### config.mk
export PLATFORM = sky130hd
export DESIGN_NAME = adc_sequencer_control
export DESIGN_NICKNAME = d
export VERILOG_FILES = /design/src/adc_seq_pkg.sv /design/src/sar_if.sv /design/src/adc_clock_divider.sv /design/src/sar_engine.sv /design/src/adc_sequencer_control.sv
export SDC_FILE = /design/constraint.sdc
export NUM_CORES = 1
export LEC_CHECK = 0
export ABC_AREA = 1
export BUFFER_PORTS_ARGS = -buffer_cell sky130_fd_sc_hd__buf_4
export CAP_MARGIN = 20
export CORE_MARGIN = 2
export CORE_UTILIZATION = 52
export DETAILED_ROUTE_END_ITERATION = 8
export PLACE_DENSITY = 0.78
export SYNTH_ARGS = -nofsm -noshare
export SYNTH_HDL_FRONTEND = slang
export SYNTH_SLANG_ARGS = --single-unit
### constraint.sdc
create_clock -name pclk -period 2.2 [get_ports pclk]
set_clock_uncertainty 0.15 [all_clocks]
set_input_delay 0.33 -clock pclk [delete_from_list [all_inputs] [get_ports pclk]]
set_output_delay 0.33 -clock pclk [all_outputs]
set_load 0.03 [all_outputs]
### src/adc_seq_pkg.sv
package adc_seq_pkg;

    localparam int ADDR_W = 12;
    localparam int DATA_W = 32;

    // Register indices; the byte address of each register is four times its index.
    localparam logic [7:0] CSR_IDX = 8'h34;
    localparam logic [7:0] RESULT_IDX = 8'h35;
    localparam logic [7:0] CLKCFG_IDX = 8'h36;
    localparam logic [7:0] IRQ_STATUS_IDX = 8'h38;
    localparam logic [7:0] IRQ_CLEAR_IDX = 8'h39;
    localparam logic [7:0] IRQ_ENABLE_IDX = 8'h3A;

    localparam int EOC_BIT = 7;
    localparam int SPEED_BIT = 6;
    localparam int CONVERTER_ON_BIT = 5;
    localparam int CH_LSB = 0;
    localparam int CH_W = 3;
    localparam int SLOW_BIT = 3;
    localparam int IRQ_W = 2;
    localparam int IRQ_ABORT_BIT = 0;
    localparam int IRQ_OVERRUN_BIT = 1;

    localparam logic [7:0] RESULT_RESET = 8'h00;
    localparam logic [CH_W-1:0] CH_RESET = 3'h0;
    localparam logic [IRQ_W-1:0] IRQ_RESET = 2'h0;

    // Converter clock periods, expressed as the last value of the divider count.
    localparam logic [1:0] DIV1_LAST = 2'h0;
    localparam logic [1:0] DIV2_LAST = 2'h1;
    localparam logic [1:0] DIV4_LAST = 2'h3;

    localparam logic [2:0] SAMPLE_TICKS = 3'h2;
    localparam logic [2:0] TOP_STEP = 3'h7;
    localparam logic [7:0] MSB_TRIAL = 8'h80;

    typedef enum logic [1:0] {
        ST_IDLE = 2'b00,
        ST_SAMPLE = 2'b01,
        ST_HOLD = 2'b11
    } sar_state_t;

endpackage

### src/sar_if.sv
interface sar_if;
    logic run;
    logic restart;
    logic slow;
    logic speed;
    logic tick;
    logic comp_high;
    logic sampling;
    logic busy;
    logic done;
    logic [7:0] approx;
    logic [7:0] result;

    modport ctrl (output run, restart, slow, speed, comp_high, input tick, sampling, busy, done, approx, result);
    modport div (input run, restart, slow, speed, output tick);
    modport engine (input run, restart, tick, comp_high, output sampling, busy, done, approx, result);
endinterface

### src/adc_clock_divider.sv
module adc_clock_divider
    import adc_seq_pkg::*;
(
    input wire logic pclk,
    input wire logic presetn,
    sar_if.div bus
);
    logic [1:0] count_reg;
    logic tick_reg;
    logic [1:0] last;

    always_comb begin
        if (bus.slow) begin
            last = DIV4_LAST;
        end else if (bus.speed) begin
            last = DIV1_LAST;
        end else begin
            last = DIV2_LAST;
        end
    end

    // A restart realigns the converter clock so every conversion starts on a fresh period.
    always_ff @(posedge pclk or negedge presetn) begin
        if (!presetn) begin
            count_reg <= 2'h0;
            tick_reg <= 1'b0;
        end else if (!bus.run || bus.restart) begin
            count_reg <= 2'h0;
            tick_reg <= 1'b0;
        end else if (count_reg >= last) begin
            count_reg <= 2'h0;
            tick_reg <= 1'b1;
        end else begin
            count_reg <= count_reg + 2'h1;
            tick_reg <= 1'b0;
        end
    end

    assign bus.tick = tick_reg;

    a_tick_quarter: assert property (@(posedge pclk) disable iff (!presetn)
        bus.tick ##0 (bus.slow && bus.run && !bus.restart)[*3] |-> !bus.tick)
        else $error("converter clock not divided by four");

    a_tick_every: assert property (@(posedge pclk) disable iff (!presetn)
        (bus.run && !bus.slow && bus.speed && !bus.restart)[*2] |-> bus.tick)
        else $error("undivided converter clock missed a tick");
endmodule

### src/sar_engine.sv
module sar_engine
    import adc_seq_pkg::*;
(
    input wire logic pclk,
    input wire logic presetn,
    sar_if.engine bus
);
    sar_state_t state_reg;
    logic [7:0] approx_reg;
    logic [7:0] result_reg;
    logic [2:0] step_reg;
    logic [2:0] sample_cnt_reg;
    logic sampling_reg;
    logic done_reg;
    logic [7:0] decided;

    function automatic logic [7:0] bit_mask(input logic [2:0] pos);
        return 8'h01 << pos;
    endfunction

    // Keep the trial bit only when the input is at or above the trial level.
    // An input at full scale keeps every bit and one at zero keeps none.
    assign decided = bus.comp_high ? approx_reg : (approx_reg & ~bit_mask(step_reg));

    always_ff @(posedge pclk or negedge presetn) begin
        if (!presetn) begin
            state_reg <= ST_IDLE;
            approx_reg <= RESULT_RESET;
            result_reg <= RESULT_RESET;
            step_reg <= TOP_STEP;
            sample_cnt_reg <= 3'h0;
            sampling_reg <= 1'b0;
            done_reg <= 1'b0;
        end else begin
            done_reg <= 1'b0;
            if (!bus.run) begin
                state_reg <= ST_IDLE;
                sampling_reg <= 1'b0;
            end else if (bus.restart || state_reg == ST_IDLE) begin
                state_reg <= ST_SAMPLE;
                sampling_reg <= 1'b1;
                sample_cnt_reg <= 3'h0;
            end else if (bus.tick) begin
                case (state_reg)
                    ST_SAMPLE: begin
                        if (sample_cnt_reg == SAMPLE_TICKS - 3'h1) begin
                            state_reg <= ST_HOLD;
                            sampling_reg <= 1'b0;
                            approx_reg <= MSB_TRIAL;
                            step_reg <= TOP_STEP;
                        end else begin
                            sample_cnt_reg <= sample_cnt_reg + 3'h1;
                        end
                    end
                    ST_HOLD: begin
                        if (step_reg == 3'h0) begin
                            result_reg <= decided;
                            done_reg <= 1'b1;
                            state_reg <= ST_SAMPLE;
                            sampling_reg <= 1'b1;
                            sample_cnt_reg <= 3'h0;
                        end else begin
                            approx_reg <= decided | bit_mask(step_reg - 3'h1);
                            step_reg <= step_reg - 3'h1;
                        end
                    end
                    default: begin
                        state_reg <= ST_IDLE;
                        sampling_reg <= 1'b0;
                    end
                endcase
            end
        end
    end

    assign bus.approx = approx_reg;
    assign bus.result = result_reg;
    assign bus.done = done_reg;
    assign bus.sampling = sampling_reg;
    assign bus.busy = (state_reg != ST_IDLE);

    a_hold_start: assert property (@(posedge pclk) disable iff (!presetn)
        $rose(state_reg == ST_HOLD) |-> (bus.approx == MSB_TRIAL && !bus.sampling))
        else $error("hold phase did not start from the top trial bit");

    a_hold_bound: assert property (@(posedge pclk) disable iff (!presetn)
        $rose(state_reg == ST_HOLD) |-> ##[1:33] (bus.done || !bus.run || bus.restart))
        else $error("eight approximation steps did not finish in time");
endmodule

### src/adc_sequencer_control.sv
// Function
// - Input at or above top gives FFh
// - Input at or below bottom gives 00h
// - Sample phase, then eight-step isolated hold
// - Conversions repeat back to back while on
// - Setting converter_on starts continuous conversion
// - Completion sets flag, raises no interrupt
// - Result stays until next conversion ends
// - Status write while on aborts and restarts
// - Result read or status write clears flag
// - Three-bit field selects inputs zero to four
// - Clearing converter_on stops conversions
// - Converter clock divides by 2, 1 or 4
// - Idle sleep runs on, stop mode disables
// - Reserved clock configuration bits read zero
// - All three registers reset to zero
//
// The register offsets and the APB register port are this design's own decisions.
module adc_sequencer_control
    import adc_seq_pkg::*;
(
    input wire logic pclk,
    input wire logic presetn,
    input wire logic psel,
    input wire logic penable,
    input wire logic pwrite,
    input wire logic [ADDR_W-1:0] paddr,
    input wire logic [DATA_W-1:0] pwdata,
    output logic [DATA_W-1:0] prdata,
    output logic pready,
    output logic pslverr,
    input wire logic comparator_high,
    input wire logic stop_mode,
    output logic [CH_W-1:0] input_channel_select,
    output logic sample_connect,
    output logic [7:0] trial_code,
    output logic converter_power,
    output logic irq
);
    sar_if sif();

    logic eoc_reg;
    logic speed_reg;
    logic converter_on_reg;
    logic [CH_W-1:0] channel_reg;
    logic slow_reg;
    logic [7:0] result_reg;
    logic [IRQ_W-1:0] irq_status_reg;
    logic [IRQ_W-1:0] irq_enable_reg;
    logic restart_reg;
    logic power_reg;
    logic irq_reg;
    logic [DATA_W-1:0] prdata_reg;
    logic pready_reg;
    logic pslverr_reg;

    logic access;
    logic xfer_done;
    logic run;
    logic wr_csr;
    logic wr_clkcfg;
    logic wr_irq_clear;
    logic wr_irq_enable;
    logic rd_result;
    logic clear_eoc;
    logic mapped;
    logic [7:0] read_value;
    logic [IRQ_W-1:0] irq_events;

    function automatic logic addr_hit(input logic [ADDR_W-1:0] addr, input logic [7:0] idx);
        return addr == {2'h0, idx, 2'h0};
    endfunction

    adc_clock_divider u_divider (
        .pclk(pclk),
        .presetn(presetn),
        .bus(sif.div)
    );

    sar_engine u_engine (
        .pclk(pclk),
        .presetn(presetn),
        .bus(sif.engine)
    );

    // Stop mode holds the converter off without touching the stored on bit, so it
    // resumes from a fresh sampling phase once the stop ends; idle sleep has no input here.
    assign run = converter_on_reg & ~stop_mode;
    assign sif.run = run;
    assign sif.restart = restart_reg;
    assign sif.slow = slow_reg;
    assign sif.speed = speed_reg;
    assign sif.comp_high = comparator_high;

    // The slave inserts one wait state so the read data comes from a flip-flop.
    assign access = psel & penable;
    assign xfer_done = access & pready_reg;
    assign wr_csr = xfer_done & pwrite & addr_hit(paddr, CSR_IDX);
    assign wr_clkcfg = xfer_done & pwrite & addr_hit(paddr, CLKCFG_IDX);
    assign wr_irq_clear = xfer_done & pwrite & addr_hit(paddr, IRQ_CLEAR_IDX);
    assign wr_irq_enable = xfer_done & pwrite & addr_hit(paddr, IRQ_ENABLE_IDX);
    assign rd_result = xfer_done & ~pwrite & addr_hit(paddr, RESULT_IDX);
    assign clear_eoc = wr_csr | rd_result;

    assign mapped = addr_hit(paddr, CSR_IDX) | addr_hit(paddr, RESULT_IDX) | addr_hit(paddr, CLKCFG_IDX)
        | addr_hit(paddr, IRQ_STATUS_IDX) | addr_hit(paddr, IRQ_CLEAR_IDX) | addr_hit(paddr, IRQ_ENABLE_IDX);

    always_comb begin
        read_value = 8'h00;
        if (addr_hit(paddr, CSR_IDX)) begin
            read_value[EOC_BIT] = eoc_reg;
            read_value[SPEED_BIT] = speed_reg;
            read_value[CONVERTER_ON_BIT] = converter_on_reg;
            read_value[CH_LSB +: CH_W] = channel_reg;
        end else if (addr_hit(paddr, RESULT_IDX)) begin
            read_value = result_reg;
        end else if (addr_hit(paddr, CLKCFG_IDX)) begin
            read_value[SLOW_BIT] = slow_reg;
        end else if (addr_hit(paddr, IRQ_STATUS_IDX)) begin
            read_value[IRQ_W-1:0] = irq_status_reg;
        end else if (addr_hit(paddr, IRQ_ENABLE_IDX)) begin
            read_value[IRQ_W-1:0] = irq_enable_reg;
        end
    end

    // Completion is never an interrupt source; only aborts and unread overwrites are.
    always_comb begin
        irq_events = IRQ_RESET;
        irq_events[IRQ_ABORT_BIT] = wr_csr & pwdata[CONVERTER_ON_BIT] & sif.busy;
        irq_events[IRQ_OVERRUN_BIT] = sif.done & eoc_reg & ~clear_eoc;
    end

    always_ff @(posedge pclk or negedge presetn) begin
        if (!presetn) begin
            pready_reg <= 1'b0;
            pslverr_reg <= 1'b0;
            prdata_reg <= '0;
        end else begin
            pready_reg <= access & ~pready_reg;
            if (access && !pready_reg) begin
                pslverr_reg <= ~mapped;
                prdata_reg <= pwrite ? '0 : {24'h000000, read_value};
            end else begin
                pslverr_reg <= 1'b0;
                prdata_reg <= '0;
            end
        end
    end

    // Reserved status bits are not stored, so they read as zero whatever is written.
    always_ff @(posedge pclk or negedge presetn) begin
        if (!presetn) begin
            speed_reg <= 1'b0;
            converter_on_reg <= 1'b0;
            channel_reg <= CH_RESET;
        end else if (wr_csr) begin
            speed_reg <= pwdata[SPEED_BIT];
            converter_on_reg <= pwdata[CONVERTER_ON_BIT];
            channel_reg <= pwdata[CH_LSB +: CH_W];
        end
    end

    always_ff @(posedge pclk or negedge presetn) begin
        if (!presetn) begin
            slow_reg <= 1'b0;
        end else if (wr_clkcfg) begin
            slow_reg <= pwdata[SLOW_BIT];
        end
    end

    // Any status write that leaves the converter on throws away the conversion in flight.
    always_ff @(posedge pclk or negedge presetn) begin
        if (!presetn) begin
            restart_reg <= 1'b0;
        end else begin
            restart_reg <= wr_csr & pwdata[CONVERTER_ON_BIT];
        end
    end

    // A completion in the same cycle as a clearing access wins, so no result goes unflagged.
    always_ff @(posedge pclk or negedge presetn) begin
        if (!presetn) begin
            eoc_reg <= 1'b0;
        end else if (sif.done) begin
            eoc_reg <= 1'b1;
        end else if (clear_eoc) begin
            eoc_reg <= 1'b0;
        end
    end

    always_ff @(posedge pclk or negedge presetn) begin
        if (!presetn) begin
            result_reg <= RESULT_RESET;
        end else if (sif.done) begin
            result_reg <= sif.result;
        end
    end

    always_ff @(posedge pclk or negedge presetn) begin
        if (!presetn) begin
            irq_status_reg <= IRQ_RESET;
            irq_enable_reg <= IRQ_RESET;
            irq_reg <= 1'b0;
        end else begin
            if (wr_irq_clear) begin
                irq_status_reg <= (irq_status_reg & ~pwdata[IRQ_W-1:0]) | irq_events;
            end else begin
                irq_status_reg <= irq_status_reg | irq_events;
            end
            if (wr_irq_enable) begin
                irq_enable_reg <= pwdata[IRQ_W-1:0];
            end
            irq_reg <= |(irq_status_reg & irq_enable_reg);
        end
    end

    always_ff @(posedge pclk or negedge presetn) begin
        if (!presetn) begin
            power_reg <= 1'b0;
        end else begin
            power_reg <= run;
        end
    end

    assign prdata = prdata_reg;
    assign pready = pready_reg;
    assign pslverr = pslverr_reg;
    assign input_channel_select = channel_reg;
    assign sample_connect = sif.sampling;
    assign trial_code = sif.approx;
    assign converter_power = power_reg;
    assign irq = irq_reg;

    a_eoc_on_done: assert property (@(posedge pclk) disable iff (!presetn)
        sif.done |=> eoc_reg)
        else $error("completion flag not set after a conversion");

    a_result_load: assert property (@(posedge pclk) disable iff (!presetn)
        sif.done |=> (result_reg == $past(sif.result) && eoc_reg))
        else $error("result and flag not updated together");

    a_result_stable: assert property (@(posedge pclk) disable iff (!presetn)
        !sif.done |=> $stable(result_reg))
        else $error("result changed without a finished conversion");

    a_abort_restart: assert property (@(posedge pclk) disable iff (!presetn)
        (wr_csr && pwdata[CONVERTER_ON_BIT] && !stop_mode) ##1 !stop_mode
            |-> ##1 (sif.sampling && (!eoc_reg || $past(sif.done)) || sif.done))
        else $error("status write did not restart sampling");

    a_eoc_clear: assert property (@(posedge pclk) disable iff (!presetn)
        (clear_eoc && !sif.done) |=> !eoc_reg)
        else $error("completion flag survived a clearing access");

    a_conv_off: assert property (@(posedge pclk) disable iff (!presetn)
        !converter_on_reg |=> (!sif.sampling && !sif.busy && !converter_power))
        else $error("converter kept running while switched off");

    a_stop_mode: assert property (@(posedge pclk) disable iff (!presetn)
        stop_mode |=> (!converter_power && !sif.busy))
        else $error("converter not disabled in stop mode");

    a_cfg_reserved: assert property (@(posedge pclk) disable iff (!presetn)
        (access && !pready_reg && !pwrite && addr_hit(paddr, CLKCFG_IDX))
            |=> (prdata[7:4] == 4'h0 && prdata[2:0] == 3'h0 && prdata[SLOW_BIT] == slow_reg))
        else $error("reserved clock configuration bits not zero");

    a_no_done_irq: assert property (@(posedge pclk) disable iff (!presetn)
        (sif.done && !eoc_reg) |=> !irq_events[IRQ_OVERRUN_BIT] || sif.done)
        else $error("first completion raised an interrupt event");

    a_pready_pulse: assert property (@(posedge pclk) disable iff (!presetn)
        pready
        |=> !pready)
        else $error("ready stood longer than one cycle");

    a_err_unmapped: assert property (@(posedge pclk) disable iff (!presetn)
        (access && !pready_reg && !mapped)
        |=> (pslverr && pready))
        else $error("unmapped access gave no error");

    a_err_mapped: assert property (@(posedge pclk) disable iff (!presetn)
        (access && !pready_reg && mapped)
        |=> !pslverr)
        else $error("mapped access gave an error");

    a_rdata_idle: assert property (@(posedge pclk) disable iff (!presetn)
        !pready
        |-> (prdata == '0))
        else $error("read data present outside a ready cycle");

    a_chan_write: assert property (@(posedge pclk) disable iff (!presetn)
        wr_csr
        |=> (input_channel_select == $past(pwdata[2:0])))
        else $error("channel field not taken from the write");

    a_on_write: assert property (@(posedge pclk) disable iff (!presetn)
        wr_csr
        |=> (converter_on_reg == $past(pwdata[CONVERTER_ON_BIT])))
        else $error("converter on bit not taken from the write");

    a_slow_write: assert property (@(posedge pclk) disable iff (!presetn)
        wr_clkcfg
        |=> (slow_reg == $past(pwdata[SLOW_BIT])))
        else $error("slow bit not taken from the write");

    a_power_follow: assert property (@(posedge pclk) disable iff (!presetn)
        run
        |=> converter_power)
        else $error("converter not powered while on");

    a_busy_on: assert property (@(posedge pclk) disable iff (!presetn)
        run
        |=> sif.busy)
        else $error("converter idle while switched on");

    a_restart_pulse: assert property (@(posedge pclk) disable iff (!presetn)
        (wr_csr && pwdata[CONVERTER_ON_BIT])
        |=> sif.restart)
        else $error("status write gave no restart");

    a_sample_stop: assert property (@(posedge pclk) disable iff (!presetn)
        !run
        |=> !sample_connect)
        else $error("capacitor connected while converter off");

    a_flag_by_done: assert property (@(posedge pclk) disable iff (!presetn)
        !sif.done
        |=> !$rose(eoc_reg))
        else $error("completion flag set without a conversion");

    a_abort_event: assert property (@(posedge pclk) disable iff (!presetn)
        (wr_csr && pwdata[CONVERTER_ON_BIT] && sif.busy)
        |=> irq_status_reg[IRQ_ABORT_BIT])
        else $error("abort did not set its status bit");

    a_irq_level: assert property (@(posedge pclk) disable iff (!presetn)
        ((irq_status_reg & irq_enable_reg) != '0)
        |=> irq)
        else $error("enabled status bit raised no interrupt");

    a_irq_quiet: assert property (@(posedge pclk) disable iff (!presetn)
        ((irq_status_reg & irq_enable_reg) == '0)
        |=> !irq)
        else $error("interrupt without an enabled status bit");
endmodule

==> reports/results.tsv <==
metric	value	unit
Synth async-reset ratio	1.00	
WL per Instance	12.0	µm
top-count cell post-synth	nand2_1	
Seq/Total Area, Yosys	0.464	
arrival time at the worst endpoint	2.04	ns
1st-iter DRT viols	144	
most used flip-flop cell after synthesis	dfrtp_1	
core outline area	0.00624	mm²
die area	0.00700	mm²
worst hold start	pwdata[6]	
Final TNS setup	0	ns
hold_ws	0.0406	ns
Gate Count Post-Synth	404	
io pins	99	
Root Driver	clkbuf_8	
crit path launch	u_engine.step_reg[0]$_DFFE_PN1P_	
WS Path Type	reg -> reg	
headroom to the max-slew limit	0.500	
total power	2.66	mW
diodes inserted	0	
via count	2707	
Worst VDD drop	0.567	mV
final setup fails	0	
Req. time, crit path	2.33	ns
yosys warns	0	
library cells used by synthesis	30	
TritonCTS clock tree	yes	
Yosys top cell area share	0.440	
WL final	6510	µm
pwr dens	684	mW/mm²
share of cells above drive strength 1	0.219	
# Post-CTS Setup Buffers	0	
fmax	523	MHz
global-route wire length before repair	11400	µm
Worst Max-Slew Pin Slew	0.751	ns
worst min path class	in -> reg	
RePlAce Congestion	0.898	
Synth Cell Area	0.00330	mm²
Initial Utilization	0.529	
number of global-route vias before repair	2622	
Leak Pwr	2.13	nW
grt total ovfl	0	
crit end category	register	
Die Span Y	83.7	µm
Worst-Skew Late Latency	0.35	ns
number of max-cap violations	0	
Reg2Reg Launch Point	u_engine.step_reg[0]$_DFFE_PN1P_	
num rows	29	
CP max FO	5	
DP HPWL	4830	µm
H-tree levels	3	
Synth Area per Inst	8.17	µm²
Worst setup SP type	register	
Layout Nets	522	
DRC viols	0	
antenna-violating nets left	0	
Slew Viols, Final	0	
CTS Hold Bufs	2	
final worst path period share	0.870	
GRT Overall Usage	0.200	
status	finished clean	
vias per cell	4.99	
CTS Sinks	61	
initial antenna violation count	0	
buffer levels on the longest clock path	2	
Fin. Hold Viols	0	
RSZ-0062 raised after global routing	no	
Post-synth top cells	nand2_1, dfrtp_1, inv_1, nand3_1, nor2_1	
pre-CTS setup slack	0.331	ns
Die X	83.7	µm
minimum clock period	1.91	ns
number of synthesized flops with an enable pin	0	
largest net degree at the start of global routing	62	
CTS resizes	0	
main area contributors after synthesis	dfrtp_1, nand2_1, buf_4	
area delta synth->final	17.6	%
1st-pass router iterations	4	
clk slew on worst S/H paths	0.07	ns
Synth Register Bits	61	
cell taking the most area after synthesis	dfrtp_1	
TritonCTS buffer count	9	
I/O Buffers	48	
worst setup margin	0.286	ns
## per-layer routing
layer,share of wire,up-vias,global-route usage
met1,0.42,1249,0.242
met5,0,-,0
met4,0.029,0,0.113
met2,0.49,92,0.331
met3,0.064,21,0.0415
li1,-,1345,-
## layout make-up
cell class              count  area [µm²]
inverters                  46         174
repair buffers             50         380
fillers                   592        2360
well taps                  77        96.3
flip-flops and latches     61        1530
clock buffers              12         155
multi-input cells         293        1480
clock inverters             4        70.1
## critical path, cell delays in order (launching register included)
cell and delay [ns]:
dfstp_2 0.57, inv_1 0.10, ha_1 0.21, or2_2 0.28, nand2_2 0.10, inv_1 0.09, o21ai_0 0.19, nand3_1 0.10
nand2_1 0.06
## cell families (layout without fill, tap and decap cells)
kind of cell / count (synthesis) / after routing / synth area share
simple gates: 208 / 208 / 0.288
buf+inv: 73 / 112 / 0.115
flops: 61 / 61 / 0.464
compound gates: 49 / 49 / 0.0891
fa+ha+maj: 10 / 10 / 0.0379
xor+xnor: 2 / 2 / 0.00531
other cells: 1 / 24 / 0.00114
## through the flow
stage                      util  std cells  instance area, µm²
after floorplan               -        427                3390
after global placement    0.583        525                3640
after detailed placement  0.583        525                3640
after CTS                 0.622        543                3880
after global routing      0.622        543                3880
final                     0.622        543                3880
## path summary, 6_finish.rpt
kind | endpoint | slack [ns] | cells past startpoint
worst max-delay path | u_engine.bus.approx[0]$_DFFE_PN0P_ | 0.29 | 8
worst min-delay path | sif.speed$_DFFE_PN0N_ | 0.04 | 3
worst max register to register | u_engine.bus.approx[0]$_DFFE_PN0P_ | 0.29 | 8
worst min register to register | result_reg[0]$_DFFE_PN0P_ | 0.32 | 2
max in group asynchronous | u_engine.sample_cnt_reg[2]$_DFFE_PN0P_ | 0.94 | 2
min in group asynchronous | prdata[1]$_DFF_PN0_ | 0.44 | 2
## layout by cell type (no fill, tap or decap), types with 11 or more instances in the layout
| master | Yosys | routed |
|---|---|---|
| clkbuf_8 | 0 | 11 |
| o21ai_2 | 11 | 11 |
| nand2_1 | 114 | 114 |
| nor2_1 | 29 | 29 |
| inv_1 | 42 | 42 |
| o21ai_0 | 28 | 28 |
| dfrtp_1 | 58 | 58 |
| conb_1 | 1 | 24 |
| buf_4 | 24 | 48 |
| nand3_1 | 33 | 33 |
## report_power, final
part           total, mW  leakage [nW]  internal [mW]  switching [mW]
logic              0.334          1.20          0.106           0.229
registers           1.19         0.816           1.16          0.0334
clock network       1.13         0.116          0.696           0.432
total               2.66          2.13           1.96           0.694
Note: power is estimated with default switching activity, not from simulation.
